### src/inc/ext_bus_pkg.sv
// Constants and types shared by the external bus chip select and wait logic.
package ext_bus_pkg;
   localparam int ADDR_W = 24;
   localparam int WB_ADR_W = 16;
   localparam int WB_DAT_W = 32;

   // Register byte addresses on the Wishbone bus.
   localparam logic [15:0] CFG_OFFSET  = 16'hff00;
   localparam logic [15:0] WAIT_OFFSET = 16'hff04;

   // Field positions inside the configuration register.
   localparam int CE_EN_LSB     = 0;
   localparam int SIZE_SEL_LSB  = 4;
   localparam int MODE_SEL_LSB  = 6;
   // Field position inside the wait register.
   localparam int WAIT_CODE_LSB = 4;

   // Reset values.
   localparam logic [1:0] MODE_SEL_RESET  = 2'h0;
   localparam logic [1:0] SIZE_SEL_RESET  = 2'h3;
   localparam logic [2:0] CE_EN_RESET     = 3'h7;
   localparam logic [1:0] WAIT_CODE_RESET = 2'h0;

   // Wait states per code, and states per clock period.
   localparam logic [3:0] WAIT_STATES_3 = 4'hc;
   localparam logic [3:0] WAIT_STATES_2 = 4'h8;
   localparam logic [3:0] WAIT_STATES_1 = 4'h4;
   localparam logic [3:0] WAIT_STATES_0 = 4'h0;
   localparam logic [3:0] STATES_PER_CLOCK = 4'h2;

   typedef enum logic [1:0] {
      MODE_SINGLE = 2'h0,
      MODE_64K    = 2'h1,
      MODE_4M_MIN = 2'h2,
      MODE_4M_MAX = 2'h3
   } bus_mode_t;

   typedef enum logic [2:0] {
      ST_IDLE = 3'h0,
      ST_T1   = 3'h1,
      ST_T2   = 3'h3,
      ST_T3   = 3'h2,
      ST_TW   = 3'h6,
      ST_T4   = 3'h7
   } bus_state_t;
endpackage

### src/addr_range_hit.sv
// One address window comparator used by the chip select decoder.
`timescale 1ns/1ps
`default_nettype none
module addr_range_hit #(
   parameter int AW = 24
) (
   input  wire logic [AW-1:0] addr,
   input  wire logic [AW-1:0] lo,
   input  wire logic [AW-1:0] hi,
   input  wire logic          valid,
   output logic               hit
);
   assign hit = valid && (addr >= lo) && (addr <= hi);
endmodule
`default_nettype wire

### src/ext_bus_chip_select_wait.sv
// External bus chip select decoder and wait state inserter, Wishbone slave.
//
// Function
// - Decoder drives three active-low chip selects.
// - Pins shared with port; enables reset one.
// - Enable zero turns pin into port output.
// - Single chip mode forces all pins port.
// - Select only inside its external area.
// - Standby drives all enabled chip selects high.
// - 64K mode uses size code ranges.
// - 64K with ROM: fixed table per code.
// - 64K without ROM: ranges start at zero.
// - 4M modes use fixed quarter ranges.
// - 4M without ROM: select 0 two ranges.
// - Wait codes give 12, 8, 4, 0 states.
// - Wait states sit between T3 and T4.
// - Each wait state is half a cycle.
// - No waits internal or on low speed clock.
// - Single chip mode ignores wait setting.
// - Without ROM, code 00 means strapped expanded mode.
// - Bus mode field codes, reset 00.
// - Size field resets 11, 64K only.
`timescale 1ns/1ps
`default_nettype none
module ext_bus_chip_select_wait #(
   parameter ext_bus_pkg::bus_mode_t MPU_DEFAULT_MODE = ext_bus_pkg::MODE_4M_MAX
) (
   input  wire logic                             clock,
   input  wire logic                             rst,
   input  wire logic                             wb_cyc,
   input  wire logic                             wb_stb,
   input  wire logic                             wb_we,
   input  wire logic [ext_bus_pkg::WB_ADR_W-1:0] wb_adr,
   input  wire logic [3:0]                       wb_sel,
   input  wire logic [ext_bus_pkg::WB_DAT_W-1:0] wb_dat_w,
   output logic      [ext_bus_pkg::WB_DAT_W-1:0] wb_dat_r,
   output logic                                  wb_ack,
   input  wire logic                             no_internal_rom,
   input  wire logic                             cpu_start,
   input  wire logic [ext_bus_pkg::ADDR_W-1:0]   cpu_addr,
   input  wire logic                             cpu_internal,
   input  wire logic                             cpu_standby,
   input  wire logic                             cpu_low_speed,
   input  wire logic [2:0]                       port_data,
   output logic      [2:0]                       cs_pin,
   output logic      [2:0]                       ce_active,
   output logic                                  cycle_done,
   output logic                                  wait_active,
   output logic      [1:0]                       bus_mode
);
   import ext_bus_pkg::*;

   generate
      if (MPU_DEFAULT_MODE == MODE_SINGLE) begin : g_bad_mode
         $error("strapped default mode must be an expanded mode");
      end
   endgenerate

   typedef struct packed {
      logic [1:0] mode_sel;
      logic [1:0] size_sel;
      logic [2:0] ce_en;
      logic [1:0] wait_code;
      logic       mpu;
      bus_state_t st;
      logic [2:0] wcnt;
      logic       internal;
      logic [2:0] hit;
      logic [2:0] pin;
      logic       ack;
      logic [7:0] rdat;
   } state_t;

   state_t q;
   state_t d;

   bus_mode_t             eff_mode;
   logic [2:0]            ce_eff;
   logic [ADDR_W-1:0]     dec_addr;
   logic [ADDR_W-1:0]     lo [6];
   logic [ADDR_W-1:0]     hi [6];
   logic [5:0]            vl;
   logic [5:0]            slot_hit;
   logic [2:0]            hit_now;
   logic [3:0]            wait_states;
   logic [2:0]            wait_cycles;
   logic                  wb_req;
   logic                  cfg_sel;
   logic                  wait_sel;

   // Without internal ROM, code 00 falls back to the strapped mode.
   always_comb begin
      if (q.mode_sel == 2'h0 && q.mpu) begin
         eff_mode = MPU_DEFAULT_MODE;
      end else begin
         eff_mode = bus_mode_t'(q.mode_sel);
      end
   end

   // Single chip mode overrides the stored enables without touching them.
   assign ce_eff = (eff_mode == MODE_SINGLE) ? 3'h0 : q.ce_en;

   // The 64K mode only sees the low 16 address bits.
   assign dec_addr = (eff_mode == MODE_64K) ?
                     {8'h00, cpu_addr[15:0]} : cpu_addr;

   // Each select owns two windows: slots 2i and 2i+1.
   always_comb begin
      for (int i = 0; i < 6; i++) begin
         lo[i] = 24'h000000;
         hi[i] = 24'h000000;
      end
      vl = 6'h00;
      unique case (eff_mode)
         MODE_64K: begin
            if (q.mpu) begin
               unique case (q.size_sel)
                  2'h3: begin
                     lo[0] = 24'h000000;
                     hi[0] = 24'h00efff;
                     vl = 6'h01;
                  end
                  2'h2: begin
                     lo[0] = 24'h000000;
                     hi[0] = 24'h007fff;
                     lo[2] = 24'h008000;
                     hi[2] = 24'h00efff;
                     vl = 6'h05;
                  end
                  2'h1: begin
                     lo[0] = 24'h000000;
                     hi[0] = 24'h003fff;
                     lo[2] = 24'h004000;
                     hi[2] = 24'h007fff;
                     lo[4] = 24'h008000;
                     hi[4] = 24'h00bfff;
                     vl = 6'h15;
                  end
                  2'h0: begin
                     lo[0] = 24'h000000;
                     hi[0] = 24'h001fff;
                     lo[2] = 24'h002000;
                     hi[2] = 24'h003fff;
                     lo[4] = 24'h004000;
                     hi[4] = 24'h005fff;
                     vl = 6'h15;
                  end
               endcase
            end else begin
               unique case (q.size_sel)
                  2'h3: begin
                     // Invalid with internal ROM: nothing is selected.
                     vl = 6'h00;
                  end
                  2'h2: begin
                     lo[0] = 24'h008000;
                     hi[0] = 24'h00efff;
                     vl = 6'h01;
                  end
                  2'h1: begin
                     lo[0] = 24'h007000;
                     hi[0] = 24'h00afff;
                     lo[2] = 24'h00b000;
                     hi[2] = 24'h00efff;
                     vl = 6'h05;
                  end
                  2'h0: begin
                     lo[0] = 24'h008000;
                     hi[0] = 24'h009fff;
                     lo[2] = 24'h00a000;
                     hi[2] = 24'h00bfff;
                     lo[4] = 24'h00c000;
                     hi[4] = 24'h00dfff;
                     vl = 6'h15;
                  end
               endcase
            end
         end
         MODE_4M_MIN, MODE_4M_MAX: begin
            lo[2] = 24'h400000;
            hi[2] = 24'h7fffff;
            lo[4] = 24'h800000;
            hi[4] = 24'hbfffff;
            if (q.mpu) begin
               lo[0] = 24'h000000;
               hi[0] = 24'h00efff;
               lo[1] = 24'h010000;
               hi[1] = 24'h3fffff;
               vl = 6'h17;
            end else begin
               lo[0] = 24'hc00000;
               hi[0] = 24'hffffff;
               vl = 6'h15;
            end
         end
         MODE_SINGLE: begin
            vl = 6'h00;
         end
      endcase
   end

   for (genvar g = 0; g < 6; g++) begin : g_slot
      addr_range_hit #(
         .AW    (ADDR_W)
      ) u_hit (
         .addr  (dec_addr),
         .lo    (lo[g]),
         .hi    (hi[g]),
         .valid (vl[g]),
         .hit   (slot_hit[g])
      );
   end

   // Internal accesses never reach an external select.
   for (genvar c = 0; c < 3; c++) begin : g_cs
      assign hit_now[c] = !cpu_internal &&
                          (slot_hit[2*c] || slot_hit[2*c+1]);
   end

   // One wait state lasts half a clock, so the states of a code take
   // half as many clocks, while each T state takes one whole clock.
   always_comb begin
      unique case (q.wait_code)
         2'h3: wait_states = WAIT_STATES_3;
         2'h2: wait_states = WAIT_STATES_2;
         2'h1: wait_states = WAIT_STATES_1;
         2'h0: wait_states = WAIT_STATES_0;
      endcase
      if (q.internal || cpu_low_speed ||
          eff_mode == MODE_SINGLE) begin
         wait_states = WAIT_STATES_0;
      end
   end
   assign wait_cycles = 3'(wait_states / STATES_PER_CLOCK);

   assign wb_req   = wb_cyc && wb_stb && !q.ack;
   assign cfg_sel  = wb_adr[WB_ADR_W-1:2] == CFG_OFFSET[15:2];
   assign wait_sel = wb_adr[WB_ADR_W-1:2] == WAIT_OFFSET[15:2];

   always_comb begin
      d = q;
      d.ack = wb_req;
      if (wb_req) begin
         d.rdat = 8'h00;
         if (cfg_sel) begin
            d.rdat = {q.mode_sel, q.size_sel, 1'b0, q.ce_en};
         end else if (wait_sel) begin
            d.rdat = {2'h0, q.wait_code, 4'h0};
         end
         if (wb_we && wb_sel[0] && cfg_sel) begin
            d.mode_sel = wb_dat_w[MODE_SEL_LSB+:2];
            d.size_sel = wb_dat_w[SIZE_SEL_LSB+:2];
            d.ce_en    = wb_dat_w[CE_EN_LSB+:3];
         end
         if (wb_we && wb_sel[0] && wait_sel) begin
            d.wait_code = wb_dat_w[WAIT_CODE_LSB+:2];
         end
      end

      unique case (q.st)
         ST_IDLE: begin
            d.hit = 3'h0;
            if (cpu_start) begin
               d.st       = ST_T1;
               d.internal = cpu_internal;
               d.hit      = hit_now;
            end
         end
         ST_T1: d.st = ST_T2;
         ST_T2: d.st = ST_T3;
         ST_T3: begin
            d.wcnt = wait_cycles;
            d.st = (wait_cycles == 3'h0) ? ST_T4 : ST_TW;
         end
         ST_TW: begin
            d.wcnt = q.wcnt - 3'h1;
            if (q.wcnt == 3'h1) begin
               d.st = ST_T4;
            end
         end
         ST_T4: d.st = ST_IDLE;
      endcase

      // The pin follows the next state, so it is low from T1 through T4.
      for (int i = 0; i < 3; i++) begin
         if (!ce_eff[i]) begin
            d.pin[i] = port_data[i];
         end else if (cpu_standby) begin
            d.pin[i] = 1'b1;
         end else begin
            d.pin[i] = !(d.st != ST_IDLE && d.hit[i]);
         end
      end
   end

   always_ff @(posedge clock) begin
      if (rst) begin
         q           <= '0;
         q.mode_sel  <= MODE_SEL_RESET;
         q.size_sel  <= SIZE_SEL_RESET;
         q.ce_en     <= CE_EN_RESET;
         q.wait_code <= WAIT_CODE_RESET;
         q.st        <= ST_IDLE;
         q.pin       <= 3'h7;
         // The strap is sampled by a clock edge while reset is held.
         q.mpu       <= no_internal_rom;
      end else begin
         q <= d;
      end
   end

   assign wb_dat_r    = {24'h000000, q.rdat};
   assign wb_ack      = q.ack;
   assign cs_pin      = q.pin;
   assign ce_active   = ce_eff;
   assign cycle_done  = q.st == ST_T4;
   assign wait_active = q.st == ST_TW;
   assign bus_mode    = eff_mode;
endmodule
`default_nettype wire

### config.mk
export PLATFORM = sky130hd
export DESIGN_NAME = ext_bus_chip_select_wait
export DESIGN_NICKNAME = d
export VERILOG_FILES = /design/src/inc/ext_bus_pkg.sv /design/src/addr_range_hit.sv /design/src/ext_bus_chip_select_wait.sv
export SDC_FILE = /design/constraint.sdc
export NUM_CORES = 1
export LEC_CHECK = 0
export ABC_CLOCK_PERIOD_IN_PS = 3500
export BUFFER_PORTS_ARGS = -buffer_cell sky130_fd_sc_hd__buf_4
export CORE_ASPECT_RATIO = 0.6
export CORE_MARGIN = 3
export CORE_UTILIZATION = 50
export CTS_BUF_LIST = sky130_fd_sc_hd__clkbuf_4 sky130_fd_sc_hd__clkbuf_8 sky130_fd_sc_hd__clkbuf_16
export CTS_CLUSTER_DIAMETER = 120
export DETAILED_ROUTE_END_ITERATION = 7
export GPL_TIMING_DRIVEN = 1
export PLACE_DENSITY = 0.78
export SLEW_MARGIN = 20
export SYNTH_ARGS = -nofsm -noshare
export SYNTH_HDL_FRONTEND = slang
export SYNTH_HIERARCHICAL = 1
export SYNTH_SLANG_ARGS = --single-unit
### constraint.sdc
create_clock -name clock -period 3.5 [get_ports clock]
set_clock_uncertainty 0.05 [all_clocks]
set_input_delay 0.525 -clock clock [delete_from_list [all_inputs] [get_ports clock]]
set_output_delay 0.525 -clock clock [all_outputs]
set_load 0.05 [all_outputs]
==> reports/metrics.cfg <==
[synth]
synth_compound_area_share_pct=18.4
synth-seq-area-share_pct=6.78
synth_ff_type=dfxtp_1
synth-simple-area-share_pct=19.0
synth_common_cells=ha_1, inv_1, a21oi_1
async_flop_share_pct=0
yosysMostFrequentCell=ha_1
synth.area.mux_share_pct=0.431
synthCells=1275
netlist-cell-type-count=58
avgSynthCellArea_um2=7.29
synthDominantCellAreaShare_pct=40.0
yosys-top-cells-area=ha_1, inv_1, a21oi_1
synth-adder-area-share_pct=40.0
yosys.area.top_type=ha_1
yosys_warnings=6
synth_top_family_by_area=adder cells
synth_edf_count=1
ys_ff_latch=31
synth_area_um2=9300
synthXorXnorAreaFrac_pct=0

[worst_setup_path]
arrival_ps=3490
required_ps=3570
reg2reg_slack_ps=90
crit_type=reg -> reg
r2r_cells=14
critPathMaxFanout=9
startpoint_type=register
crit_path_end_kind=register

[placed_design]
placed_cells=1773
post-dp-hpwl_um=19600
place.gp.congestion=0.946
portBuffers=76

[worst_hold_path]
hold_path_class=in -> reg
whs_path_depth=1

[timing]
setup_viol=0
tightest_slew_ps=799
maxSlewViolCount=0
final.setup.tns_ps=0
hold_violations=0
relSlewSlack_pct=46.3
min_period_over_period_pct=97.5
period_needed_ps=3410
max_freq_ghz=0.293

[grt]
grt_first_pass_wirelength_um=40200
antenna_found_initial=0
grt_overflow=0
first_global_vias=8658
grt_max_degree=25
track_usage_pct=23.5

[routing]
met3_length_um=1260
via_per_inst=5.03
wl_met2_um=11000
wl_um=24500
topRoutingLayerUsed=met4
num_vias=9012
drtIter0Drc=562
route.detailed.drc=0
ant_nets=0
drtPass1Iterations=5
routedWlPerCell_um=13.7
wirelength_met1_um=11900

[outcome]
status=finished clean

[cells_and_area]
diodes=0
fin_util_pct=63.1
final_layout_size_suffix_gt1_share_pct=11.2
nets=1941
fin_cells=1790
syn2layout_area_growth_pct=20.1

[cts]
htree_levels=2
cts_inserted_buffers=5
tritoncts=done
cts_buffer_depth=2
clk_latency_ps=290
clkTransAtPathRegs_ps=50
cts.sink_count=31
cts_hold_buf=0
clock_tree.root_cell=clkbuf_16

[floorplan]
std_cell_rows=37
die_width_um=182
dieArea_um2=20300
fp.coreArea_um2=17700
start_util_pct=52.6
num_io_pins=132
die_h_um=112

[power_and_ir_drop]
power.leakage_nw=5.54
max-vdd-ir-drop_v=0.000164
total_power_mw=2.05
power_density_nw_per_um2=183

[run]
maxCapViolations=0

metrics by stage:
step	setup WS [ps]	cell area [um2]	hold slack, ps
after floorplan	113	10100	382
final	86.0	11200	380
after global placement	87.6	10800	393
after detailed placement	32.4	10800	395
after global routing	-144	11200	372
after CTS	28.3	11000	377
repair_timing:
action | CTS | global route
cloned | 0 | 1
pin swaps | 0 | 5
setup buffers | 0 | 8
gates resized for setup | 2 | 27
endpoints found under the setup margin | 2 | 6
endpoints found under the hold margin | 0 | 0
worst max-delay path: stages, from the launching register on:
cell        delay, ps
edfxtp_1          480
a21oi_1           190
buf_4             190
clkinvlp_4        200
clkbuf_4          240
inv_1              80
ha_1              140
nand4_1           170
nor4_4            340
nand4_1           200
nor3_2            280
o221a_2           260
nor2_1             60
o31ai_2           230
a41oi_1           150
cell type report:
cell class / count / area, um2
well taps: 234 / 293
inverters: 295 / 1110
clock buffers: 8 / 160
fillers: 1595 / 6520
repair buffers: 113 / 861
multi-input cells: 1109 / 8110
flip-flops and latches: 31 / 633
cell families (layout without fill, tap and decap cells):
kind of cell / count (synthesis) / after routing
compound gates: 269 / 269
simple gates: 330 / 331
fa+ha+maj: 297 / 297
flops: 31 / 31
buf+inv: 343 / 416
other cells: 1 / 208
mux: 4 / 4
sequential cells by signal, summed over array words and instances (netlist names):
register  count
cs_pin        3
wb_dat_r      7
q            19
wb_ack        1
d             1
final timing paths:
kind / start / endpoint
max reg2reg: d[22] / cs_pin[1]
min: no_internal_rom / d[22]
min reg2reg: wb_dat_r[0] / wb_dat_r[0]
max: d[22] / cs_pin[1]
report_power, final:
part	leakage, nW	total [mW]	internal [mW]	switching [mW]
clock	0.0806	0.477	0.311	0.166
sequential	0.252	0.378	0.367	0.0109
combinational	5.21	1.19	0.474	0.721
total	5.54	2.05	1.15	0.897
placed cells by master, fill, tap and decap left out, drive strengths merged, types with 2 or more instances in the layout:
master / count
o21ai: 35
o221a: 6
nor3: 12
and3: 5
ha: 297
a211o: 7
a221o: 6
nand4b: 6
a41oi: 3
a31oi: 5
o221ai: 6
a21oi: 128
buf: 112
a211oi: 11
nand4: 43
a21o: 13
nor4: 8
nand2b: 14
or3: 6
nor3b: 3
o311ai: 2
clkbuf: 9
nor2: 59
o31ai: 8
mux2i: 4
o211ai: 10
and2: 19
and4: 5
nand2: 96
nor2b: 13
conb: 208
o21a: 3
dfxtp: 30
nand3: 37
inv: 294
o211a: 6
a221oi: 12
a21boi: 2
a32oi: 2
or2: 3
routing by layer:
metal | vias up | track usage, %
li1 | 4748 | -
met1 | 4038 | 33.1
met2 | 204 | 39.4
met3 | 22 | 2.74
met4 | 0 | 3.09
met5 | - | 0
(Power assumes the default switching activity.)
